$ cat src/include/status_ind_pkg.sv
// constants and types for the fieldbus status indicator block
package status_ind_pkg;
   // ----------------------------------------
   // timing
   // ----------------------------------------
   localparam int unsigned CLK_HZ          = 10_000_000;
   localparam int unsigned TICK_US         = 1_000;
   localparam int unsigned TICK_CYCLES     = (CLK_HZ / 1_000_000) * TICK_US;
   localparam int unsigned SLOW_BLINK_MS   = 200;
   localparam int unsigned FAST_BLINK_MS   = 50;
   localparam int unsigned FLASH_ON_MS     = 200;
   localparam int unsigned FLASH_PAUSE_MS  = 1_000;
   localparam int unsigned APP_CYCLE_MS    = 4;
   localparam int unsigned SEQ_MS          = 2_000;

   // ----------------------------------------
   // slave state machine codes
   // ----------------------------------------
   typedef enum logic [2:0] {
      SLV_OFF     = 3'h0,
      SLV_INIT    = 3'h1,
      SLV_PREOP   = 3'h2,
      SLV_SAFEOP  = 3'h3,
      SLV_OP      = 3'h4,
      SLV_BOOTING = 3'h5
   } slave_state_t;

   // ----------------------------------------
   // fault indicator pattern, one-hot
   // ----------------------------------------
   typedef enum logic [4:0] {
      FLT_NONE     = 5'h01,
      FLT_STARTUP  = 5'h02,
      FLT_WATCHDOG = 5'h04,
      FLT_INTERNAL = 5'h08,
      FLT_REFUSED  = 5'h10
   } fault_pat_t;

   // ----------------------------------------
   // link properties
   // ----------------------------------------
   localparam logic [1:0] LINK_SPEED_100M = 2'h1;
   localparam logic       LINK_FULL_DUP   = 1'h1;
endpackage

$ cat src/fieldbus_status_indicators.sv
// status indicators and link-role logic for the fieldbus slave interface
// Contract
// run indicator: off in off/init, 200 ms blink preop, single flash safeop, 50 ms blink booting, solid op.
// refused state change blinks the fault indicator at 200 ms.
// internal-fault state change gives repeating single red flashes.
// sync channel watchdog expiry gives repeating double red flashes.
// start-up error blinks the fault indicator at 50 ms, otherwise it is off when no error.
// each port indicator is off when down, solid when up, 50 ms blink while receiving.
// first port faces the master or upstream, second port faces downstream.
// each port runs at 100 Mbps full duplex.
// process data is cyclic at whatever period the master sets.
// service data uses acyclic mailbox exchange apart from the cyclic path.
// the device runs free-run with a 4 ms local application cycle.
// all patterns share one timebase and flash groups repeat after a fixed pause; code repeats every 2000 ms, pausing 1800 ms single, 1400 ms double.
// several errors show one pattern by priority startup, watchdog, internal, refused.
`timescale 1ns/1ns
`default_nettype none
module fieldbus_status_indicators #(
   parameter int unsigned TICK_CYCLES = status_ind_pkg::TICK_CYCLES
) (
   // clock and reset
   input  wire logic       ref_clk,
   input  wire logic       rst_b,
   // slave state and errors
   input  wire logic [2:0] slaveState,
   input  wire logic       refusedTransition,
   input  wire logic       internalFault,
   input  wire logic       watchdogExpired,
   input  wire logic       startupError,
   // port status, upstream then downstream
   input  wire logic       upLinkUp,
   input  wire logic       upRxActive,
   input  wire logic       downLinkUp,
   input  wire logic       downRxActive,
   // cyclic and mailbox strobes from the master
   input  wire logic       cyclicFrame,
   input  wire logic       mailboxFrame,
   // indicators
   output logic            runInd,
   output logic            faultInd,
   output logic            upLinkInd,
   output logic            downLinkInd,
   // link role and configuration
   output logic [1:0]      portSpeed,
   output logic            portFullDuplex,
   output logic            upIsMasterSide,
   // data paths
   output logic            cyclicUpdate,
   output logic            mailboxService,
   output logic            appCycleTick
);
   // ----------------------------------------
   // reset release
   // ----------------------------------------
   logic rstMeta_b;
   logic rstSync_b;

   // rest of the design leaves reset two edges after rst_b rises
   always_ff @(posedge ref_clk or negedge rst_b) begin
      if (!rst_b) begin
         rstMeta_b <= 1'b0;
         rstSync_b <= 1'b0;
      end else begin
         rstMeta_b <= 1'b1;
         rstSync_b <= rstMeta_b;
      end
   end

   // ----------------------------------------
   // timebase
   // ----------------------------------------
   logic msTick;
   logic slowBlink;
   logic fastBlink;
   logic flashOne;
   logic flashTwo;
   logic appCycle;

   // patterns use the phase outputs only, the raw tick stays inside
   blink_timebase #(
      .TICK_CYCLES (TICK_CYCLES)
   ) u_timebase (
      .ref_clk   (ref_clk),
      .rstSync_b (rstSync_b),
      .msTick    (),
      .slowBlink (slowBlink),
      .fastBlink (fastBlink),
      .flashOne  (flashOne),
      .flashTwo  (flashTwo),
      .appCycle  (appCycle)
   );

   // ----------------------------------------
   // fault pattern selection
   // ----------------------------------------
   status_ind_pkg::fault_pat_t faultPat;
   status_ind_pkg::fault_pat_t next_faultPat;

   always_comb begin
      if (startupError) begin
         next_faultPat = status_ind_pkg::FLT_STARTUP;
      end else if (watchdogExpired) begin
         next_faultPat = status_ind_pkg::FLT_WATCHDOG;
      end else if (internalFault) begin
         next_faultPat = status_ind_pkg::FLT_INTERNAL;
      end else if (refusedTransition) begin
         next_faultPat = status_ind_pkg::FLT_REFUSED;
      end else begin
         next_faultPat = status_ind_pkg::FLT_NONE;
      end
   end

   // pattern choice held one cycle, indicator lags the errors by two edges
   always_ff @(posedge ref_clk or negedge rstSync_b) begin
      if (!rstSync_b) begin
         faultPat <= status_ind_pkg::FLT_NONE;
      end else begin
         faultPat <= next_faultPat;
      end
   end

   // ----------------------------------------
   // indicator next values
   // ----------------------------------------
   logic next_runInd;
   logic next_faultInd;
   logic next_upLinkInd;
   logic next_downLinkInd;

   function automatic logic port_led(input logic up, input logic rx, input logic blink);
      port_led = up && (rx ? blink : 1'b1);
   endfunction

   always_comb begin
      case (status_ind_pkg::slave_state_t'(slaveState))
         status_ind_pkg::SLV_PREOP:   next_runInd = slowBlink;
         status_ind_pkg::SLV_SAFEOP:  next_runInd = flashOne;
         status_ind_pkg::SLV_BOOTING: next_runInd = fastBlink;
         status_ind_pkg::SLV_OP:      next_runInd = 1'b1;
         default:                     next_runInd = 1'b0;
      endcase
      case (faultPat)
         status_ind_pkg::FLT_STARTUP:  next_faultInd = fastBlink;
         status_ind_pkg::FLT_WATCHDOG: next_faultInd = flashTwo;
         status_ind_pkg::FLT_INTERNAL: next_faultInd = flashOne;
         status_ind_pkg::FLT_REFUSED:  next_faultInd = slowBlink;
         default:                      next_faultInd = 1'b0;
      endcase
      next_upLinkInd   = port_led(upLinkUp, upRxActive, fastBlink);
      next_downLinkInd = port_led(downLinkUp, downRxActive, fastBlink);
   end

   // ----------------------------------------
   // indicator registers
   // ----------------------------------------
   always_ff @(posedge ref_clk or negedge rstSync_b) begin
      if (!rstSync_b) begin
         runInd      <= 1'b0;
         faultInd    <= 1'b0;
         upLinkInd   <= 1'b0;
         downLinkInd <= 1'b0;
      end else begin
         runInd      <= next_runInd;
         faultInd    <= next_faultInd;
         upLinkInd   <= next_upLinkInd;
         downLinkInd <= next_downLinkInd;
      end
   end

   // ----------------------------------------
   // link role and configuration
   // ----------------------------------------
   logic [1:0] next_portSpeed;
   logic       next_portFullDuplex;
   logic       next_upIsMasterSide;

   // fixed after reset, no negotiation
   always_comb begin
      next_portSpeed      = status_ind_pkg::LINK_SPEED_100M;
      next_portFullDuplex = status_ind_pkg::LINK_FULL_DUP;
      next_upIsMasterSide = 1'b1;
   end

   always_ff @(posedge ref_clk or negedge rstSync_b) begin
      if (!rstSync_b) begin
         portSpeed      <= 2'h0;
         portFullDuplex <= 1'b0;
         upIsMasterSide <= 1'b0;
      end else begin
         portSpeed      <= next_portSpeed;
         portFullDuplex <= next_portFullDuplex;
         upIsMasterSide <= next_upIsMasterSide;
      end
   end

   // ----------------------------------------
   // cyclic, mailbox and application strobes
   // ----------------------------------------
   logic next_cyclicUpdate;
   logic next_mailboxService;
   logic next_appCycleTick;

   // a mailbox frame beside a cyclic frame is dropped,
   // so the acyclic path never runs in the cyclic slot
   always_comb begin
      next_cyclicUpdate   = cyclicFrame;
      next_mailboxService = mailboxFrame && !cyclicFrame;
      next_appCycleTick   = appCycle;
   end

   always_ff @(posedge ref_clk or negedge rstSync_b) begin
      if (!rstSync_b) begin
         cyclicUpdate   <= 1'b0;
         mailboxService <= 1'b0;
         appCycleTick   <= 1'b0;
      end else begin
         cyclicUpdate   <= next_cyclicUpdate;
         mailboxService <= next_mailboxService;
         appCycleTick   <= next_appCycleTick;
      end
   end
endmodule
`default_nettype wire

$ cat src/blink_timebase.sv
// shared millisecond timebase and blink/flash phase generator
`timescale 1ns/1ns
`default_nettype none
module blink_timebase #(
   parameter int unsigned TICK_CYCLES = status_ind_pkg::TICK_CYCLES
) (
   // clock and reset
   input  wire logic ref_clk,
   input  wire logic rstSync_b,
   // phases
   output logic      msTick,
   output logic      slowBlink,
   output logic      fastBlink,
   output logic      flashOne,
   output logic      flashTwo,
   output logic      appCycle
);
   localparam int unsigned SEQ = status_ind_pkg::SEQ_MS;
   localparam int unsigned FON = status_ind_pkg::FLASH_ON_MS;

   logic [15:0] preCnt;
   logic [15:0] next_preCnt;
   logic [10:0] msCnt;
   logic [10:0] next_msCnt;
   logic        next_msTick;

   // ----------------------------------------
   // counters
   // ----------------------------------------
   always_comb begin
      next_msTick = (preCnt == 16'(TICK_CYCLES - 1));
      next_preCnt = next_msTick ? 16'h0000 : preCnt + 16'h0001;
      next_msCnt  = msCnt;
      if (next_msTick) begin
         next_msCnt = (msCnt == 11'(SEQ - 1)) ? 11'h000 : msCnt + 11'h001;
      end
   end

   always_ff @(posedge ref_clk or negedge rstSync_b) begin
      if (!rstSync_b) begin
         preCnt <= 16'h0000;
         msCnt  <= 11'h000;
         msTick <= 1'b0;
      end else begin
         preCnt <= next_preCnt;
         msCnt  <= next_msCnt;
         msTick <= next_msTick;
      end
   end

   // ----------------------------------------
   // phases: blinks on for the first half of each period, flashes at the start of each sequence
   // ----------------------------------------
   always_comb begin
      slowBlink = ((msCnt % 11'(2 * status_ind_pkg::SLOW_BLINK_MS))
                   < 11'(status_ind_pkg::SLOW_BLINK_MS));
      fastBlink = ((msCnt % 11'(2 * status_ind_pkg::FAST_BLINK_MS))
                   < 11'(status_ind_pkg::FAST_BLINK_MS));
      flashOne  = (msCnt < 11'(FON));
      flashTwo  = (msCnt < 11'(FON)) || ((msCnt >= 11'(2 * FON)) && (msCnt < 11'(3 * FON)));
      appCycle  = msTick && ((msCnt % 11'(status_ind_pkg::APP_CYCLE_MS)) == 11'h000);
   end
endmodule
`default_nettype wire

$ cat config.mk
export PLATFORM = sky130hd
export DESIGN_NAME = fieldbus_status_indicators
export DESIGN_NICKNAME = d
export VERILOG_FILES = /design/src/include/status_ind_pkg.sv /design/src/fieldbus_status_indicators.sv /design/src/blink_timebase.sv
export SDC_FILE = /design/constraint.sdc
export NUM_CORES = 1
export LEC_CHECK = 0
export BUFFER_PORTS_ARGS = -buffer_cell sky130_fd_sc_hd__buf_2
export CAP_MARGIN = 40
export CELL_PAD_IN_SITES_DETAIL_PLACEMENT = 0
export CELL_PAD_IN_SITES_GLOBAL_PLACEMENT = 2
export CORE_MARGIN = 2
export CORE_UTILIZATION = 33
export DETAILED_ROUTE_END_ITERATION = 6
export GPL_ROUTABILITY_DRIVEN = 0
export MAX_ROUTING_LAYER = met4
export PLACE_DENSITY = 0.78
export SLEW_MARGIN = 20
export SYNTH_ARGS = -nofsm -noshare
export SYNTH_HDL_FRONTEND = slang
export SYNTH_HIERARCHICAL = 1
export SYNTH_SLANG_ARGS = --single-unit
$ cat constraint.sdc
create_clock -name ref_clk -period 1.25 [get_ports ref_clk]
set_input_delay 0.0625 -clock ref_clk [delete_from_list [all_inputs] [get_ports ref_clk]]
set_output_delay 0.0625 -clock ref_clk [all_outputs]
set_load 0.005 [all_outputs]
==> results of run 1 <==
area by class of cell:
class                           instances  area, sq um  share of cell area [%]
Sequential cell                        43         1080                    22.3
Timing Repair Buffer                  169         1340                    27.5
Inverter                               12         45.0                   0.926
Multi-Input combinational cell        271         2180                    44.8
Tap cell                              108          135                    2.78
Clock inverter                          2         12.5                   0.257
Clock buffer                            6         72.6                    1.49
final timing paths:
path / slack, ns / endpoint
setup / recovery: -2.40 / faultInd
hold / removal: 0.03 / faultPat[2]
setup reg to reg: -2.40 / faultInd
hold reg to reg: 0.13 / faultPat[3]
max in group asynchronous: 0.67 / u_timebase/msCnt[10]
min in group asynchronous: 0.09 / rstSync_b
repair_timing:
action / in CTS / in global routing
endpoints found under the setup margin: 28 / 31
gates resized for setup: 60 / 46
setup buffers: 13 / 7
pin swaps: 27 / 15
hold endpoints to repair: 12 / 0
hold buffers: 13 / 0
report_power, final:
group	internal [W]	leakage [nW]	switching, W
Clock	0.000391	0.0412	0.000461
Combinational	0.0000854	1.63	0.0000633
Sequential	0.00141	0.555	0.0000151
Total	0.00189	2.23	0.000539
flip-flops by register name, summed over array words and instances (netlist names):
register and cells:
u_timebase/msTick 1, portSpeed 1, cyclicUpdate 1, u_timebase/preCnt 16, rstSync_b 1, downLinkInd 1, runInd 1, faultInd 1
upLinkInd 1, u_timebase/msCnt 11, faultPat 5, appCycleTick 1, mailboxService 1, rstMeta_b 1
cell families after synthesis:
family,Yosys count,synth area share (%)
mux,6,2.26
flops,43,36.1
fa+ha+maj,3,1.26
compound gates,93,24.0
other cells,2,0.252
buf+inv,31,5.11
xor+xnor,19,5.57
simple gates,147,25.5
layer usage:
layer | global-route usage, % | routed length [um] | vias to the layer above
met4 | 2.63 | 16 | 0
met3 | 2.67 | 226 | 2
met1 | 23.9 | 3970 | 1524
met2 | 32.2 | 4440 | 57
li1 | - | - | 1572
met5 | - | 0 | -
worst reg2reg max path: stages, from the launching register on:
cell and delay [ns]:
dfrtp_2 0.45, or4b_4 0.58, a41oi_4 0.17, buf_6 0.13, a21boi_4 0.18, o21ai_2 0.10
o41ai_4 0.05, buf_4 0.19, mux2_4 0.30, a22oi_2 0.25, a2111oi_1 0.08, or4_4 0.49
a211oi_2 0.15, a32oi_1 0.07, inv_1 0.10, a21o_1 0.16, a2111oi_4 0.07
placed cells by master, fill, tap and decap left out, types with 4 or more instances in the layout:
cell type / n
and2_1: 4
and3_4: 4
nor3_4: 4
nand3_2: 4
nand2b_1: 4
nand2_1: 31
nor3_1: 8
buf_4: 111
nor2_4: 4
xnor2_1: 7
a21o_1: 4
a21oi_1: 15
a21boi_0: 5
nor2b_1: 5
nor2_2: 7
dlygate4sd3_1: 13
clkbuf_8: 5
a21oi_2: 4
buf_6: 18
dfrtp_2: 6
nand4_1: 6
inv_1: 11
xor2_1: 9
o21ai_0: 5
o21ai_1: 9
buf_2: 24
nand2_2: 4
dfrtp_1: 36
nor2_1: 20
nand3_1: 7
stage by stage:
stage,setup TNS (ns),util [%]
6_report,-17.51,55.5
5_1_grt,-20.54,55.5
4_1_cts,-17.13,52.8
3_5_place_dp,-17.69,47.0
3_3_place_gp,-17.30,47.0
2_1_floorplan,-13.24,-
==> results.md, run 1 <==
* Drt total wl at between 8000 and 9000 um
* Vias per Instance at 5.16
* Main area contributors after synthesis: dfrtp_1, nand2_1, nor2_1, a21oi_1, xnor2_1
* Share of cells above drive strength 1 at 49.9%
* Number of I/O port buffers at 24
* Io pins at 26
* Drt first-iter violations at about 170
* Initial core utilization at 34.1%
* Fin. Hold Viols at 0
* Unique cell type count in the Yosys netlist at 72
* Drt drc at 0
* Cell area after placement at 4120 sq um
* Post-route ant nets at 0
* Synth Area per Inst at 8.68 sq um
* Largest net degree at the start of global routing at 32
* Fin nets at 520
* Mapped Area at 2990 sq um
* Reg2Reg Launch Point: u_timebase/msCnt[7]
* Post-synth ARST share at 100%
* Worst skew pair latency at between 0.2 and 0.3 ns
* Largest fanout on the critical path at 6
* # setup viols final at 28
* Finished Cell Area at 4860 sq um
* Status: finished with violations
* WS Path Type: reg2reg
* GRT Total Usage at 18.7%
* PwrDens at 500 nW/um^2
* Crit path buffers/inverters at 3
* Num CTS Buffers at 5
* Area delta synth->final at 62.9%
* CP Capture Type: flip-flop
* F_max at 274 MHz
* Final worst-path cycle share at 292%
* Root Driver: clkbuf_8
* Critical path, cell by cell: or4b_4, a41oi_4, buf_6, a21boi_4, o21ai_2, o41ai_4, buf_4, mux2_4, a22oi_2, a2111oi_1, or4_4, a211oi_2, a32oi_1, inv_1, a21o_1, a2111oi_4
* Crit path max-delay family: compound AO/OA/AOI/OAI gates
* Fin Hold WS at around 0.032 ns
* Post-Place Setup Slack at -2.56 ns
* Diode count at 0
* Slowest stage cell, crit path: or4b_4
* Max-slew violation count at 0
* Hold_sp: watchdogExpired
* WP data required at roughly 1.4 ns
* EDFF count, synth at 0
* Lkg Pwr at 2.23 nW
* #FFs+latches synth at 43
* Initial antenna violation count at 0
* Die width at 99.1 um
* Maximum VDD drop at 0.767 mV
* Clock-pin transition on the worst setup and hold timing paths at approximately 0.08 ns
* FP Rows at 34
* Pre-Repair DR Iteration Count at 4
* Max clock buf depth at 2
* Routed WL per cell at 14.2 um
* Vias at roughly 3200
* Share of the synthesized area in the top cell type at 35.2%
* Unrepaired setup endpoints after global routing: true
* CTS tree: built
* Tmin final at 3.65 ns
* GRT overflow at 0
* Post-synthesis sequential area ratio at 36.1%
* Vias in the first global route at roughly 3200
* Synth Instances at 344
* YS warnings at 6
* Top_reg_cell synth: dfrtp_1
* CP startpoint: u_timebase/msCnt[7]
* Hold path cells at 2
* Worst EP arrival at ~3.8 ns
* Crit path launch type: flip-flop
* Total Power at 0.00243 W
* Placed wire-length estimate at 6410 um
* Failing checks: setup timing
* Max Cap Viol at 0
* Critical path depth at 16
* Largest area contributor in the netlist: dfrtp_1
* Die H at roughly 99 um
* R2R cell count at 16
* CORE AREA at roughly 8800 sq um
* Fillcell total at 795
* Die area at 9820 sq um
* CP peak stage delay at 0.58 ns
* Non-Filler Instances at between 600 and 700
* Dpl cells at approximately 570
* H-tree Lvls at 2
* HP Class: in2reg
* First-pass GRT wire length at 14700 um
* Skew final at 0.0115 ns
* Commonest cells post-synth: dfrtp_1, nand2_1, nor2_1
* Setup ws final at -2.40 ns
* Clock sink count at 43
* Top-count cell post-synth: dfrtp_1
No activity file was read; power rests on OpenSTA's default activity.
==> inputs of run 2 (changes only) <==
--- a/config.mk
+++ b/config.mk
@@ -15,6 +15,7 @@
 export GPL_ROUTABILITY_DRIVEN = 0
 export MAX_ROUTING_LAYER = met4
 export PLACE_DENSITY = 0.78
+export RECOVER_POWER = 100
 export SLEW_MARGIN = 20
 export SYNTH_ARGS = -nofsm -noshare
 export SYNTH_HDL_FRONTEND = slang
==> results.md, run 2 (same netlist as run 1, synthesis figures left out) <==
* First-pass GRT wire length at 14700 um (unchanged)
* Failing checks: setup timing
* Largest fanout on the critical path at 6 (unchanged)
* Switch Pwr at 0.000545 W (+1.1%)
* Fin nets at 520 (unchanged)
* Max Cap Viol at 0 (unchanged)
* Fillcell total at 806 (+1.4%)
* Top Layer Used: met4
* Vias per Instance at 5.18 (+0.38%)
* Tmin final at 3.66 ns (+0.00901 ns)
* WP data required at 1.42 ns (about the same)
* Reg with most FFs: u_timebase/preCnt
* Share of cells above drive strength 1 at 47.1% (-2.8 points)
* CP Capture Type: flip-flop
* Fin Hold WS at 0.0324 ns (+0.000417 ns)
* Slowest stage cell, crit path: or4b_4
* Internal at 0.00188 W (-0.54%)
* Lkg Pwr at 2.19 nW (-1.6%)
* Vias in the first global route at 3188 (unchanged)
* Drt total wl at 8720 um (+0.72%)
* Worst skew pair latency at 0.30 ns (about the same)
* GRT Total Usage at 18.7% (unchanged)
* Status: finished with violations
* Placed wire-length estimate at 6410 um (unchanged)
* M1 WL at 4010 um (+0.78%)
* Unrepaired setup endpoints after global routing: true
* Clock-pin transition on the worst setup and hold timing paths at 0.09 ns (about the same)
* Diode count at 0 (unchanged)
* Number of I/O port buffers at 24 (unchanged)
* Met2 wire len at 4460 um (+0.45%)
* Vias at 3167 (+0.38%)
* Max clock buf depth at 2 (unchanged)
* CTS tree: built
* # setup viols final at 28 (unchanged)
* Largest registers: u_timebase/preCnt (16), u_timebase/msCnt (11), faultPat (5)
* WS Path Type: reg2reg
* Crit path buffers/inverters at 3 (unchanged)
* Area delta synth->final at 61.5%
* Switching share of total power at 22.5% (+0.29 points)
* Die width at 99.1 um (unchanged)
* Skew final at 0.0134 ns (+0.00193 ns)
* Max-slew violation count at 0 (unchanged)
* Seq pwr share at 58.9% (about the same)
* Most common cell after layout, fill and taps aside: buf_4
* Die H at 99.1 um (unchanged)
* GRT overflow at 0 (unchanged)
* Met3 wire len at 226 um (unchanged)
* Largest net degree at the start of global routing at 32 (unchanged)
* CORE AREA at 8760 sq um (unchanged)
* Drt drc at 0 (unchanged)
* H-tree Lvls at 2 (unchanged)
* Num CTS Buffers at 5 (unchanged)
* Root Driver: clkbuf_8
* Post-route ant nets at 0 (unchanged)
* Cell area after placement at 4120 sq um (unchanged)
* Maximum VDD drop at 0.770 mV (+0.44%)
* Combinational Power Share at 5.7% (-0.4 points)
* Io pins at 26 (unchanged)
* Setup ws final at -2.41 ns (-0.00901 ns)
* HP Class: in2reg
* Initial core utilization at 34.1% (unchanged)
* Final worst-path cycle share at 293% (+0.72 points)
* Post-Place Setup Slack at -2.56 ns (unchanged)
* Drt first-iter violations at 139 (-17%)
* Pre-Repair DR Iteration Count at 4 (unchanged)
* Initial antenna violation count at 0 (unchanged)
* FP Rows at 34 (unchanged)
* Crit path launch type: flip-flop
* Die area at 9820 sq um (unchanged)
* Critical path, cell by cell: or4b_4, a41oi_4, buf_6, a21boi_4, o21ai_2, o41ai_4, buf_4, mux2_4, a22oi_2, a2111oi_1, or4_4, a211oi_2, a32oi_1, inv_1, a21o_1, a2111oi_4
* Finished Cell Area at 4820 sq um (-0.85%)
* F_max at 273 MHz (-0.25%)
* Max reg flops at 16 (unchanged)
* Clock sink count at 43 (unchanged)
* Most frequent cells in the layout: buf_4, dfrtp_1, nand2_1
* Crit path max-delay family: compound AO/OA/AOI/OAI gates
* Fin. Hold Viols at 0 (unchanged)
* Worst EP arrival at 3.83 ns (about the same)
* CP peak stage delay at 0.58 ns (about the same)
* Routed WL per cell at 14.3 um (+0.72%)
* Clock power share at 35.4% (+0.4 points)
* PwrDens at 503 nW/um^2 (+0.68%)
-- run 2: power by group through the flow --
stage	combinational, W	clock, W	sequential, W
floorplan	0.0000410	0	0.00147
CTS	0.000148	0.000906	0.00143
detailed placement	0.000118	0	0.00146
global route	0.000155	0.000959	0.00143
global placement	0.000117	0	0.00146
finish	0.000139	0.000858	0.00143
-- run 2: through the flow --
step	instances	total power, W	setup TNS [ns]	util, %
finish	611	0.00243	-17.60	55.0
detailed placement	573	0.00158	-17.69	47.0
global placement	573	0.00158	-17.30	47.0
CTS	606	0.00249	-17.13	52.8
global route	611	0.00255	-20.56	55.0
floorplan	345	0.00151	-13.24	-
-- run 2: worst paths after layout --
kind	depth (start not counted)	slack, ns	end	start
max reg2reg	16	-2.41	faultInd	u_timebase/msCnt[7]
max in group asynchronous	1	0.26	u_timebase/msCnt[3]	rstSync_b
min reg2reg	0	0.16	faultInd	rstSync_b
max	16	-2.41	faultInd	u_timebase/msCnt[7]
min	2	0.03	faultPat[2]	watchdogExpired
min in group asynchronous	2	0.09	rstSync_b	rst_b
-- run 2: layer usage --
layer  global-route usage, %  up-vias
met1                    23.9     1533
met2                    32.2       56
met4                    2.63        0
met3                    2.67        4
li1                        -     1574
met5                       -        -
-- run 2: layout make-up --
type | instances | area, sq um | area share [%]
multi-input cells | 271 | 2160 | 44.9
repair buffers | 169 | 1310 | 27.1
flip-flops and latches | 43 | 1080 | 22.5
well taps | 108 | 135 | 2.80
clock buffers | 6 | 72.6 | 1.51
inverters | 12 | 45.0 | 0.934
clock inverters | 2 | 12.5 | 0.260
-- run 2: worst reg2reg max path: cells and delay by family (launching register included) --
kind	cells	cell delay (ns)
multiplexers	1	0.30
AO/OA/AOI/OAI	10	1.28
AND/OR/NAND/NOR	2	1.07
flip-flops	1	0.45
buffers and inverters	3	0.42
-- run 2: what timing repair did --
item / CTS / global route
endpoints found under the hold margin: 12 / 0
resized for setup: 60 / 46
buffers inserted: 13 / 7
endpoints found under the setup margin: 28 / 31
hold buffers: 13 / 0
pin swaps: 27 / 15
==> inputs of run 3 (changes only) <==
--- a/config.mk
+++ b/config.mk
@@ -5,16 +5,17 @@
 export SDC_FILE = /design/constraint.sdc
 export NUM_CORES = 1
 export LEC_CHECK = 0
+export ABC_AREA = 1
 export BUFFER_PORTS_ARGS = -buffer_cell sky130_fd_sc_hd__buf_2
 export CAP_MARGIN = 40
 export CELL_PAD_IN_SITES_DETAIL_PLACEMENT = 0
 export CELL_PAD_IN_SITES_GLOBAL_PLACEMENT = 2
 export CORE_MARGIN = 2
-export CORE_UTILIZATION = 33
+export CORE_UTILIZATION = 31
 export DETAILED_ROUTE_END_ITERATION = 6
 export GPL_ROUTABILITY_DRIVEN = 0
 export MAX_ROUTING_LAYER = met4
-export PLACE_DENSITY = 0.78
+export PLACE_DENSITY = 0.77
 export RECOVER_POWER = 100
 export SLEW_MARGIN = 20
 export SYNTH_ARGS = -nofsm -noshare
==> results.md, run 3 <==
* Crit path launch type: flip-flop
* Critical path's most frequent cell: nand2_4
* GRT overflow at 0 (unchanged)
* Largest fanout on the critical path at 6 (unchanged)
* Initial core utilization at 32.0% (-2.1 points)
* Measured slew at the worst slew-check pin at between 0.6 and 0.7 ns
* Routed WL per cell at 11.4 um (-20%)
* Main area contributors after synthesis: dfrtp_1, nand2_1, inv_1, nor2_1, nand3_1
* CP Capture Type: flip-flop
* Reg with most FFs: u_timebase/preCnt
* Area delta synth->final at 58.0%
* Crit path max-delay family: simple AND/OR/NAND/NOR gates
* Setup ws final at -1.63 ns (+0.779 ns)
* Diode count at 0 (unchanged)
* Tmin final at 2.88 ns (-0.779 ns)
* Top-count cell post-synth: nand2_1
* Die H at 98.8 um (-0.29%)
* Post-route ant nets at 0 (unchanged)
* HP Class: in2reg
* Drt total wl at 6950 um (-20%)
* Lkg Pwr at 2.29 nW (+4.4%)
* Drt drc at 0 (unchanged)
* Most frequent cells in the layout: buf_4, nand2_1, inv_1
* Pre-Repair DR Iteration Count at 4 (unchanged)
* Maximum VDD drop at 0.600 mV (-22%)
* Io pins at 26 (unchanged)
* Non-Filler Instances at 608 (-0.49%)
* Vias at 2766 (-13%)
* Max clock buf depth at 2 (unchanged)
* Mapped Area at 2790 sq um (-6.6%)
* First-pass GRT wire length at 12200 um (-17%)
* Crit path to: faultInd
* Share of cells above drive strength 1 at 49.8% (+2.7 points)
* Drt first-iter violations at 101 (-27%)
* Largest registers: u_timebase/preCnt (16), u_timebase/msCnt (11), faultPat (5)
* WS Path Type: reg2reg
* FP Rows at 34 (unchanged)
* Max Cap Viol at 0 (unchanged)
* Fin. Hold Viols at 0 (unchanged)
* GRT Total Usage at 15.4% (-3.3 points)
* Slowest stage cell, crit path: dfrtp_1
* H-tree Lvls at 2 (unchanged)
* Root Driver: clkbuf_8
* Synth Instances at 365 (+6.1%)
* Post-synthesis sequential area ratio at 38.6% (+2.6 points)
* Die area at 9770 sq um (-0.57%)
* Clock-pin transition on the worst setup and hold timing paths at 0.08 ns (about the same)
* CP startpoint: u_timebase/msCnt[6]
* # setup viols final at 29 (+3.6%)
* Initial antenna violation count at 0 (unchanged)
* #FFs+latches synth at 43 (unchanged)
* Total Power at 0.00242 W (-0.27%)
* Most common cell after layout, fill and taps aside: buf_4
* Max reg flops at 16 (unchanged)
* WP data required at 1.47 ns (+0.05 ns)
* Hold_sp: internalFault
* End-of-flow core utilization at 50.5% (-4.5 points)
* CORE AREA at 8720 sq um (-0.49%)
* Die width at 98.8 um (-0.29%)
* Worst skew pair latency at 0.29 ns (about the same)
* Worst EP arrival at 3.11 ns (-0.72 ns)
* Crit path buffers/inverters at 4 (+1)
* Vias in the first global route at 2775 (-13%)
* Vias per Instance at 4.55 (-12%)
* Post-synth ARST share at 100% (unchanged)
* Commonest cells post-synth: nand2_1, inv_1, dfrtp_1
* Largest area contributor in the netlist: dfrtp_1
* EDFF count, synth at 0 (unchanged)
* Status: finished with violations
* Share of the synthesized area in the top cell type at 37.7% (+2.5 points)
* Largest net degree at the start of global routing at 25 (-22%)
* PwrDens at 549 nW/um^2 (+9.1%)
* Num CTS Buffers at 5 (unchanged)
* Fin nets at 517 (-0.58%)
* Top_reg_cell synth: dfrtp_1
* YS warnings at 6 (unchanged)
* Reg2reg setup slack at -1.63 ns (+0.78 ns)
* Number of I/O port buffers at 24 (unchanged)
* F_max at 347 MHz (+27%)
* CP peak stage delay at 0.42 ns (-0.16 ns)
* Worst r2r dst: faultInd
* Clock sink count at 43 (unchanged)
* Final worst-path cycle share at 231% (-62 points)
* Unrepaired setup endpoints after global routing: true
* Cell area after placement at 3700 sq um (-10%)
* CTS tree: built
* Critical path depth at 28 (+12)
* Post-Place Setup Slack at -1.66 ns (+0.898 ns)
* Finished Cell Area at 4410 sq um (-8.6%)
* Reg2Reg Launch Point: u_timebase/msCnt[6]
* Max-slew violation count at 0 (unchanged)
* R2R cell count at 28 (+12)
* Placed wire-length estimate at 5120 um (-20%)
* Failing checks: setup timing
* Slew headroom at 59.0%
* Skew final at 0.00552 ns (-0.00789 ns)
* Dpl cells at 570 (-0.52%)
* Unique cell type count in the Yosys netlist at 43 (-40%)
* Synth Area per Inst at 7.64 sq um (-12%)
-- run 3: kinds of logic after synthesis --
logic type,count (synthesis),synth area share (%)
AOI/OAI and AO/OA,43,9.60
xor gates and xnor gates,9,2.83
adders and majority gates,3,1.35
buffers and inverters,72,11.3
DFF,43,38.6
other,2,0.269
and+or+nand+nor,193,36.0
-- run 3: routing by layer --
layer	vias to the layer above	wire, um	GRT usage, %
met4	0	82	3.16
met1	1305	3020	18.2
met5	-	0	-
met2	15	3760	27.9
li1	1439	-	-
met3	7	88	2.13
-- run 3: timing repair --
item | 4_1_cts | 5_1_grt
endpoints found under the hold margin | 11 | 1
resized for setup | 71 | 43
endpoints found under the setup margin | 28 | 30
pin swaps | 27 | 19
hold buffers | 9 | 1
setup buffers | 17 | 14
-- run 3: worst reg2reg max path: cells and delay by family, from the launching register on --
kind                   cells  cell delay [ns]
buffers and inverters      4             0.28
DFF                        1             0.42
AOI/OAI and AO/OA          2             0.25
and+or+nand+nor           22             1.87
-- run 3: through the flow --
step | TNS, ns | hold WS, ns
2_1_floorplan | -11.34 | -0.233
3_3_place_gp | -14.48 | -0.152
3_5_place_dp | -14.92 | -0.147
4_1_cts | -14.06 | 0.000176
5_1_grt | -20.17 | -0.000538
6_report | -15.50 | 0.00622
-- run 3: where the power goes --
group          internal [W]  leakage [nW]  switching [W]
clock              0.000391        0.0412       0.000479
sequential          0.00141         0.557      0.0000135
combinational     0.0000598          1.69      0.0000619
total               0.00186          2.29       0.000554
-- run 3: worst min path at each step --
stage | to | slack (ns) | depth (start not counted)
finish | faultPat[3] | 0.006 | 3
global route | faultPat[3] | -0.0005 | 3
CTS | faultPat[0] | 0.0002 | 4
detailed placement | rstMeta_b | -0.15 | 1
global placement | rstMeta_b | -0.15 | 1
floorplan | rstMeta_b | -0.23 | 0
-- run 3: cell type report --
class	count	area, sq um
Timing Repair Buffer	135	1030
Clock inverter	2	12.5
Sequential cell	43	1080
Multi-Input combinational cell	251	1810
Inverter	63	254
Tap cell	108	135
Fill cell	844	4320
Clock buffer	6	72.6
